## src/shared/timer_edge_osc_pkg.sv

```systemverilog
package timer_edge_osc_pkg;
  // i/o addresses
  localparam logic [7:0] ADDR_TIMER_MODE    = 8'h06;
  localparam logic [7:0] ADDR_PRODUCT_HIGH  = 8'h09;
  localparam logic [7:0] ADDR_CRYSTAL_SET   = 8'h0A;
  localparam logic [7:0] ADDR_EDGE_SELECT   = 8'h0C;
  localparam logic [7:0] ADDR_PORTA_IN_EN   = 8'h0D;
  // timer_mode fields
  localparam int TM_SRC_MSB  = 7;
  localparam int TM_SRC_LSB  = 5;
  localparam int TM_DIV_MSB  = 4;
  localparam int TM_DIV_LSB  = 3;
  localparam int TM_BIT_MSB  = 2;
  localparam int TM_BIT_LSB  = 0;
  localparam logic [7:0] TIMER_MODE_RESET = 8'h00;
  // clock source codes
  localparam logic [2:0] SRC_STOP      = 3'h0;
  localparam logic [2:0] SRC_SYSTEM    = 3'h1;
  localparam logic [2:0] SRC_RESERVED  = 3'h2;
  localparam logic [2:0] SRC_PIN_FIRST = 3'h3;
  localparam logic [2:0] SRC_FAST_RC   = 3'h4;
  localparam logic [2:0] SRC_CRYSTAL   = 3'h5;
  localparam logic [2:0] SRC_SLOW_RC   = 3'h6;
  localparam logic [2:0] SRC_PIN_SEC   = 3'h7;
  // lowest counter bit that may raise the timer event
  localparam int TIMER_BIT_BASE = 8;
  // crystal_settings fields
  localparam int CS_ENABLE     = 7;
  localparam int CS_DRIVE_MSB  = 6;
  localparam int CS_DRIVE_LSB  = 5;
  localparam int CS_BANDGAP_PD = 0;
  // edge_select fields
  localparam int ES_TIMER_FALL  = 4;
  localparam int ES_FIRST_MSB   = 3;
  localparam int ES_FIRST_LSB   = 2;
  localparam int ES_SECOND_MSB  = 1;
  localparam int ES_SECOND_LSB  = 0;
  localparam logic [1:0] EDGE_BOTH     = 2'h0;
  localparam logic [1:0] EDGE_RISE     = 2'h1;
  localparam logic [1:0] EDGE_FALL     = 2'h2;
  localparam logic [1:0] EDGE_RESERVED = 2'h3;
  // port a input enable
  localparam int PIN_FIRST_EXT  = 4;
  localparam int PIN_SECOND_EXT = 0;
  localparam logic [7:0] PORTA_IN_EN_RESET = 8'hF9;
  localparam logic [7:0] PORTA_IN_EN_MASK  = 8'hF9;
endpackage : timer_edge_osc_pkg

```

## src/core/timer_edge_osc_input_regs.sv

```systemverilog
`timescale 1ns/10ps
module timer_edge_osc_input_regs
  import timer_edge_osc_pkg::*;
(
  // clock and reset
  input  wire logic       clk,
  input  wire logic       srst,
  // cpu i/o access
  input  wire logic [7:0] ioAddr,
  input  wire logic       ioWrEn,
  input  wire logic       ioRdEn,
  input  wire logic [7:0] ioWrData,
  output logic      [7:0] ioRdData,
  // multiplier
  input  wire logic       mulStart,
  input  wire logic [7:0] mulOperand,
  input  wire logic [7:0] mulFactor,
  // asynchronous clock and pin levels
  input  wire logic       fastRcClk,
  input  wire logic       crystalClk,
  input  wire logic       slowRcClk,
  input  wire logic [7:0] portaPins,
  // timer request flag
  input  wire logic       timerReqClear,
  output logic            timerReqFlag,
  output logic      [15:0] timerCount,
  // pin events and power controls
  output logic            pinIrqFirst,
  output logic            pinIrqSecond,
  output logic            wakeEvent,
  output logic      [7:0] portaInputEnable,
  output logic            crystalEnable,
  output logic      [1:0] crystalDrive,
  output logic            bandgapPowerDown
);

  function automatic logic [5:0] divMask(input logic [1:0] code);
    divMask = 6'h00;
    case (code)
      2'h0:    divMask = 6'h00;
      2'h1:    divMask = 6'h03;
      2'h2:    divMask = 6'h0F;
      default: divMask = 6'h3F;
    endcase
  endfunction : divMask

  function automatic logic edgeHit(input logic [1:0] code, input logic prev, input logic cur);
    edgeHit = 1'b0;
    case (code)
      EDGE_BOTH: edgeHit = prev ^ cur;
      EDGE_RISE: edgeHit = !prev && cur;
      EDGE_FALL: edgeHit = prev && !cur;
      default:   edgeHit = 1'b0;
    endcase
  endfunction : edgeHit

  logic [7:0]  timerMode_q, timerMode_d;
  logic [7:0]  product_q, product_d;
  logic        crystalEn_q, crystalEn_d;
  logic [1:0]  drive_q, drive_d;
  logic        bandgapPd_q, bandgapPd_d;
  logic [4:0]  edgeSel_q, edgeSel_d;
  logic [7:0]  inEn_q, inEn_d;
  logic [7:0]  rdData_q, rdData_d;
  logic [15:0] count_q, count_d;
  logic [5:0]  preCnt_q, preCnt_d;
  logic        selPrev_q, selPrev_d;
  logic        reqFlag_q, reqFlag_d;
  logic        irqFirst_q, irqFirst_d;
  logic        irqSecond_q, irqSecond_d;
  logic        wake_q, wake_d;
  // synchronisers: stage one feeds stage two only
  logic [10:0] syncA_q, syncB_q, syncPrev_q;

  logic [2:0]  srcSel;
  logic        srcTick, divTick, selCur, timerEvt;
  logic [7:0]  pinCur, pinPrev;
  logic [15:0] fullProduct;

  always_comb begin
    srcSel  = timerMode_q[TM_SRC_MSB:TM_SRC_LSB];
    pinCur  = syncB_q[7:0];
    pinPrev = syncPrev_q[7:0];
    srcTick = 1'b0;
    case (srcSel)
      SRC_SYSTEM:    srcTick = 1'b1;
      SRC_PIN_FIRST: srcTick = pinPrev[PIN_FIRST_EXT] && !pinCur[PIN_FIRST_EXT];
      SRC_FAST_RC:   srcTick = !syncPrev_q[8] && syncB_q[8];
      SRC_CRYSTAL:   srcTick = crystalEn_q && !syncPrev_q[9] && syncB_q[9];
      SRC_SLOW_RC:   srcTick = !syncPrev_q[10] && syncB_q[10];
      SRC_PIN_SEC:   srcTick = pinPrev[PIN_SECOND_EXT] && !pinCur[PIN_SECOND_EXT];
      default:       srcTick = 1'b0;
    endcase
    // pre-divider passes one tick in 1, 4, 16 or 64
    divTick = srcTick &&
              ((preCnt_q & divMask(timerMode_q[TM_DIV_MSB:TM_DIV_LSB])) ==
               divMask(timerMode_q[TM_DIV_MSB:TM_DIV_LSB]));
    preCnt_d = srcTick ? preCnt_q + 6'h01 : preCnt_q;
    if (divTick) begin
      preCnt_d = 6'h00;
    end
    count_d = divTick ? count_q + 16'h0001 : count_q;
    selCur  = count_q[TIMER_BIT_BASE + 32'(timerMode_q[TM_BIT_MSB:TM_BIT_LSB])];
    selPrev_d = selCur;
    // sampled previous and present levels: one event per selected edge, rising or falling
    timerEvt = edgeSel_q[ES_TIMER_FALL] ? (selPrev_q && !selCur)
                                        : (!selPrev_q && selCur);
    // set wins over a clear in the same cycle
    reqFlag_d = timerEvt || (reqFlag_q && !timerReqClear);
    irqFirst_d = inEn_q[PIN_FIRST_EXT] &&
                 edgeHit(edgeSel_q[ES_FIRST_MSB:ES_FIRST_LSB],
                         pinPrev[PIN_FIRST_EXT], pinCur[PIN_FIRST_EXT]);
    irqSecond_d = inEn_q[PIN_SECOND_EXT] &&
                  edgeHit(edgeSel_q[ES_SECOND_MSB:ES_SECOND_LSB],
                          pinPrev[PIN_SECOND_EXT], pinCur[PIN_SECOND_EXT]);
    wake_d = |((pinPrev ^ pinCur) & inEn_q);
    fullProduct = 16'(mulOperand) * 16'(mulFactor);
    product_d = mulStart ? fullProduct[15:8] : product_q;
    timerMode_d = timerMode_q;
    crystalEn_d = crystalEn_q;
    drive_d     = drive_q;
    bandgapPd_d = bandgapPd_q;
    edgeSel_d   = edgeSel_q;
    inEn_d      = inEn_q;
    if (ioWrEn) begin
      case (ioAddr)
        ADDR_TIMER_MODE: timerMode_d = ioWrData;
        ADDR_CRYSTAL_SET: begin
          crystalEn_d = ioWrData[CS_ENABLE];
          drive_d     = ioWrData[CS_DRIVE_MSB:CS_DRIVE_LSB];
          bandgapPd_d = ioWrData[CS_BANDGAP_PD];
        end
        ADDR_EDGE_SELECT: edgeSel_d = ioWrData[ES_TIMER_FALL:0];
        // reserved bits 2 and 1 are not stored
        ADDR_PORTA_IN_EN: inEn_d = ioWrData & PORTA_IN_EN_MASK;
        default: ; // product high byte and others ignore writes
      endcase
    end
    // write-only registers read as zero
    rdData_d = rdData_q;
    if (ioRdEn) begin
      case (ioAddr)
        ADDR_TIMER_MODE:   rdData_d = timerMode_q;
        ADDR_PRODUCT_HIGH: rdData_d = product_q;
        default:           rdData_d = 8'h00;
      endcase
    end
  end

  always_ff @(posedge clk) begin
    syncA_q    <= {slowRcClk, crystalClk, fastRcClk, portaPins};
    syncB_q    <= syncA_q;
    syncPrev_q <= syncB_q;
    if (srst) begin
      timerMode_q <= TIMER_MODE_RESET;
      product_q   <= 8'h00;
      crystalEn_q <= 1'b0;
      drive_q     <= 2'h0;
      bandgapPd_q <= 1'b0;
      edgeSel_q   <= 5'h00;
      inEn_q      <= PORTA_IN_EN_RESET;
      rdData_q    <= 8'h00;
      count_q     <= 16'h0000;
      preCnt_q    <= 6'h00;
      selPrev_q   <= 1'b0;
      reqFlag_q   <= 1'b0;
      irqFirst_q  <= 1'b0;
      irqSecond_q <= 1'b0;
      wake_q      <= 1'b0;
    end else begin
      timerMode_q <= timerMode_d;
      product_q   <= product_d;
      crystalEn_q <= crystalEn_d;
      drive_q     <= drive_d;
      bandgapPd_q <= bandgapPd_d;
      edgeSel_q   <= edgeSel_d;
      inEn_q      <= inEn_d;
      rdData_q    <= rdData_d;
      count_q     <= count_d;
      preCnt_q    <= preCnt_d;
      selPrev_q   <= selPrev_d;
      reqFlag_q   <= reqFlag_d;
      irqFirst_q  <= irqFirst_d;
      irqSecond_q <= irqSecond_d;
      wake_q      <= wake_d;
    end
  end

  assign ioRdData         = rdData_q;
  assign timerReqFlag     = reqFlag_q;
  assign timerCount       = count_q;
  assign pinIrqFirst      = irqFirst_q;
  assign pinIrqSecond     = irqSecond_q;
  assign wakeEvent        = wake_q;
  assign portaInputEnable = inEn_q;
  assign crystalEnable    = crystalEn_q;
  assign crystalDrive     = drive_q;
  assign bandgapPowerDown = bandgapPd_q;
endmodule : timer_edge_osc_input_regs

```

## config.mk

```make
export PLATFORM = sky130hd
export DESIGN_NAME = timer_edge_osc_input_regs
export DESIGN_NICKNAME = d
export VERILOG_FILES = /design/src/shared/timer_edge_osc_pkg.sv /design/src/core/timer_edge_osc_input_regs.sv
export SDC_FILE = /design/constraint.sdc
export NUM_CORES = 1
export LEC_CHECK = 0
export BUFFER_PORTS_ARGS = -buffer_cell sky130_fd_sc_hd__buf_4
export CAP_MARGIN = 10
export CORE_MARGIN = 2
export CORE_UTILIZATION = 48
export DETAILED_ROUTE_END_ITERATION = 12
export GPL_TIMING_DRIVEN = 0
export MAX_ROUTING_LAYER = met4
export PLACE_DENSITY = 0.7
export SETUP_SLACK_MARGIN = 0.15
export SLEW_MARGIN = 10
export SYNTH_ARGS = -nofsm -noshare
export SYNTH_HDL_FRONTEND = slang
export SYNTH_SLANG_ARGS = --single-unit
```

## constraint.sdc

```tcl
create_clock -name clk -period 5.6 [get_ports clk]
set_clock_uncertainty 0.05 [all_clocks]
set_input_delay 1.4 -clock clk [delete_from_list [all_inputs] [get_ports clk]]
set_output_delay 1.4 -clock clk [all_outputs]
set_load 0.02 [all_outputs]
```

After elaboration in Yosys (flattened, before gate mapping)

Cells that the tools add are included.

Input port bits: 49
Bits in registers: 99

Order comparisons: 1
Bitwise gates (word level): 5
Reductions and logical operators: 34
$mul: 1
Equal/unequal tests: 18
Add/sub/neg operators: 3
Mux-type cells: 8

Operator list:

| operator                                            | number |
|---|---|
| equality test 8 x 4 -> 1 bit, second input constant | 4 |
| one-hot mux 6 bit (3 select lines)                  | 1 |
| adder 16 x 1 -> 16 bit, second input constant       | 1 |
| multiplier 8 x 8 -> 16 bit                          | 1 |
| one-hot mux 8 bit (2 select lines)                  | 1 |
| logical AND 1 bit                                   | 14 |
| equality test 3 bit, second input constant          | 4 |
| logical NOT 1 bit                                   | 10 |
| AND 8 bit                                           | 1 |
| equality test 8 x 3 -> 1 bit, second input constant | 1 |
| AND reduction 2 bit                                 | 4 |
| OR reduction 8 bit                                  | 1 |
| XOR 8 bit                                           | 1 |
| adder 6 x 1 -> 6 bit, second input constant         | 1 |
| AND 6 bit                                           | 1 |
| equality test 2 x 1 -> 1 bit, second input constant | 3 |
| equality test 2 bit, second input constant          | 3 |
| equality test 6 bit                                 | 1 |
| logical NOT 2 bit                                   | 3 |
| one-hot mux 1 bit (3 select lines)                  | 2 |
| one-hot mux 1 bit (6 select lines)                  | 1 |
| adder 4 x 3 -> 5 bit, first input constant          | 1 |
| less-than comparator 5 bit, second input constant   | 1 |
| binary-select mux 1 bit (select 4 bit)              | 1 |
| 6 further kinds                                     | 8 |

Logic depth before layout (Yosys ltp)

Depth after elaboration: 7
Depth in mapped cells: 16
Mapped depth without buffers: 16

Worst setup path before layout

OpenSTA, ideal clock, no wires.

Kind: input-to-reg
From: in mulFactor[7]
To: reg product_q[7]
Buffers on the path: 0
Stages: 14
Setup time: 0.086 ns
Path slack: 0.396 ns
Data arrival time: 5.069 ns
Path through: and2_1 -> fa_1 -> fa_1 -> fa_1 -> inv_1 -> fa_1 -> inv_1 -> ha_1 -> a21oi_1 -> o21ai_0 -> a221oi_1 -> o21ai_0 -> xnor2_1 -> a211oi_1

Cells in the longest elaborated chain, start to end: 1

RTL lines:

| what                       | RTL line                         | source |
|---|---|---|
| from (decl)                | timer_edge_osc_input_regs.sv:17  | `input wire logic [7:0] mulFactor,` |
| multiplier 8 x 8 -> 16 bit | timer_edge_osc_input_regs.sv:117 | `fullProduct = 16'(mulOperand) * 16'(mulFactor);` |
| to (signal assigned)       | timer_edge_osc_input_regs.sv:172 | `product_q <= product_d;` |
| to (decl)                  | timer_edge_osc_input_regs.sv:58  | `logic [7:0] product_q, product_d;` |

Every way passes these cells.
A chain may end at the register's enable or synchronous reset.

Worst setup path after layout

From: in mulOperand[1]
To: reg product_q[3]

Cells in the longest elaborated chain, start to end: 1

RTL lines:

| what                       | RTL line                         | source |
|---|---|---|
| from (decl)                | timer_edge_osc_input_regs.sv:16  | `input wire logic [7:0] mulOperand,` |
| multiplier 8 x 8 -> 16 bit | timer_edge_osc_input_regs.sv:117 |  |

Every way passes these cells.

==> results.json <==
{
  "h-tree-depth": 3,
  "synth_top_area_cell": "dfxtp_1",
  "synth_edf_count": 0,
  "drt_first_iter_violations": 235,
  "pwr-share-comb": 0.304,
  "antennaDiodeCount": 0,
  "num_vias": 4196,
  "stdcell_count": 799,
  "cts-hold-fix-buffers": 0,
  "ys_warn_count": 0,
  "drt-vias-per-instance": 5.25,
  "path_buf_inv": 3,
  "postRouteAntennaNets": 0,
  "dp_hpwl_um": 9470,
  "dpl_cell_area_sq_mm": 0.00626,
  "drv_slew": 0,
  "syn_area_sq_mm": 0.00546,
  "dieHeight_um": 111,
  "areaGrowthSynthToFinish_pct": 20.6,
  "synth.area.top_cells": "dfxtp_1 34%, fa_1 13%, ha_1 8.9%",
  "grt_first_pass_wirelength_um": 19900,
  "worstPathRequired_ns": 5.78,
  "clk_latency_ns": 0.34,
  "fin_crit_ns": 5.24,
  "worstMarginPinSlew_ns": 0.807,
  "rsz0062_at_grt": "no",
  "hold_viol_final": 0,
  "grt_overflow": 0,
  "cts_setup_buffers": 0,
  "hold_slack_ns": 0.277,
  "fp.coreArea_sq_mm": 0.0110,
  "cpPeakStageDelay_ns": 0.54,
  "path_common_cell": "fa_1",
  "gp_congestion": 0.859,
  "floorplan.initialDensity": 0.497,
  "grt_max_degree": 16,
  "cts_tree": "built",
  "numClockSinks": 93,
  "antenna_found_initial": 0,
  "worst-path-max-fanout": 8,
  "p_sw_uw": 607,
  "p_sw_frac": 0.310,
  "drive_gt1_frac": 0.176,
  "dp.cells": 784,
  "route.detailed.drc": 0,
  "crit_family": "adder cells",
  "internal-power_uw": 1350,
  "io_buffers": 82,
  "start_kind": "primary input",
  "worstPathArrival_ns": 5.42,
  "synth_cell_types": 56,
  "design_area_sq_mm": 0.00659,
  "slew_headroom": 0.458,
  "ctsRootBufferMaster": "clkbuf_16",
  "multi_input_area_sq_mm": 0.00333,
  "critPathKind": "in -> reg",
  "clock.fmax_mhz": 191,
  "end_kind": "register",
  "synth_top_area_frac": 0.341,
  "pwr-share-seq": 0.363,
  "synth_most_common_cell": "dfxtp_1",
  "rows": 38,
  "grt_use_total": 0.203,
  "path_cells": "buf_4, and2_1, fa_1, fa_1, fa_1, inv_1, fa_1, inv_1, ha_1, and2_1, o2111a_1, a21oi_1, nor2b_1, o31a_1, a22o_1",
  "slowest_stage": "fa_1",
  "register_area_sq_mm": 0.00186,
  "final.period_utilization": 0.936,
  "synth.cells.most_frequent": "93 x dfxtp_1, 57 x inv_1, 56 x nor2_1",
  "clk_pin_slew_ns": 0.06,
  "cts_buffers": 9,
  "dieArea_sq_mm": 0.0123,
  "fp.dieW_um": 111,
  "final_nets": 778,
  "p_leak_uw": 0.00288,
  "wire_per_inst_um": 14.9,
  "drv_cap": 0,
  "drtPass1Iterations": 4,
  "cts_max_path_buffers": 2,
  "avgSynthCellArea_sq_um": 9.74,
  "setup_viol_count_final": 0,
  "synth_flop_cell": "dfxtp_1",
  "grt_pass1_vias": 4210,
  "async_flop_share": 0,
  "yosysSeqAreaShare": 0.341,
  "cts_resized": 0,
  "status": "finished clean",
  "pwr-share-clk": 0.334,
  "power_density_mw_per_mm2": 298,
  "wl_um": 11900,
  "min_path_type": "reg -> reg",
  "syn_inst": 561,
  "n_fill_cell": 977,
  "ir_drop_mv": 0.179,
  "io_pins": 89,
  "ys_ff_latch": 93
}
[per-stage QoR]
step / setup TNS [ns] / worst slack [ns] / utilization / power [uW]
finish: 0 / 0.360 / 0.600 / 1960
global route: 0 / 0.165 / 0.600 / 2090
detailed placement: -0.0562 / -0.0562 / 0.570 / 1310
CTS: 0 / 0.295 / 0.599 / 1960
floorplan: 0 / 0.396 / - / 1160
global placement: 0 / 0.0418 / 0.570 / 1290
[kinds of logic after synthesis]
family,share of synthesized area
multiplexers,0.0540
AND/OR/NAND/NOR,0.198
buffers and inverters,0.0529
adder cells (fa/ha/maj),0.218
other,0.000686
flip-flops,0.341
XOR/XNOR,0.0433
AO/OA/AOI/OAI,0.0930
[power by group through the flow]
stage	sequential, uW	clock [uW]	combinational (uW)
3_3_place_gp	724	0	563
5_1_grt	716	691	685
6_report	711	654	596
4_1_cts	712	663	589
2_1_floorplan	727	0	429
3_5_place_dp	726	0	584
[cells in the final DEF, fill, tap and decap left out, drive strengths merged, types with 15 or more instances in the layout]
| cell type | count |
|---|---|
| and2 | 51 |
| buf | 88 |
| clkbuf | 18 |
| dfxtp | 93 |
| fa | 35 |
| ha | 39 |
| inv | 59 |
| mux2i | 25 |
| nand2 | 30 |
| nor2 | 56 |
| xnor2 | 15 |
[flip-flops by register name, indices dropped and copies added (netlist names), 2 cells and up]
| name | cells |
|---|---|
| timerCount | 16 |
| syncA_q | 9 |
| syncB_q | 9 |
| syncPrev_q | 9 |
| ioRdData | 8 |
| product_q | 8 |
| timerMode_q | 8 |
| portaInputEnable | 6 |
| preCnt_q | 6 |
| edgeSel_q | 5 |
| crystalDrive | 2 |
[per-layer routing]
layer	routed length, um	share of wire	GRT usage
met5	0	0	-
met4	127	0.011	0.0633
met3	452	0.038	0.0339
met2	6090	0.51	0.357
met1	5200	0.44	0.239
[worst paths after layout]
check                                   start        endpoint  slack [ns]  cells after the start
worst max register to register     syncB_q[0]  timerCount[14]        3.45                      8
worst min-delay path               syncA_q[9]      syncB_q[9]        0.28                      0
worst min register to register     syncA_q[9]      syncB_q[9]        0.28                      0
worst max-delay path            mulOperand[1]    product_q[3]        0.36                     15
[cell type report]
type                            count  area share
Inverter                           57      0.0325
Clock inverter                      5      0.0125
Sequential cell                    93       0.283
Buffer                             14      0.0114
Tap cell                          140      0.0266
Multi-Input combinational cell    398       0.505
Timing Repair Buffer               82      0.0934
Clock buffer                       10      0.0363
Power figures use the tool's default switching activity.
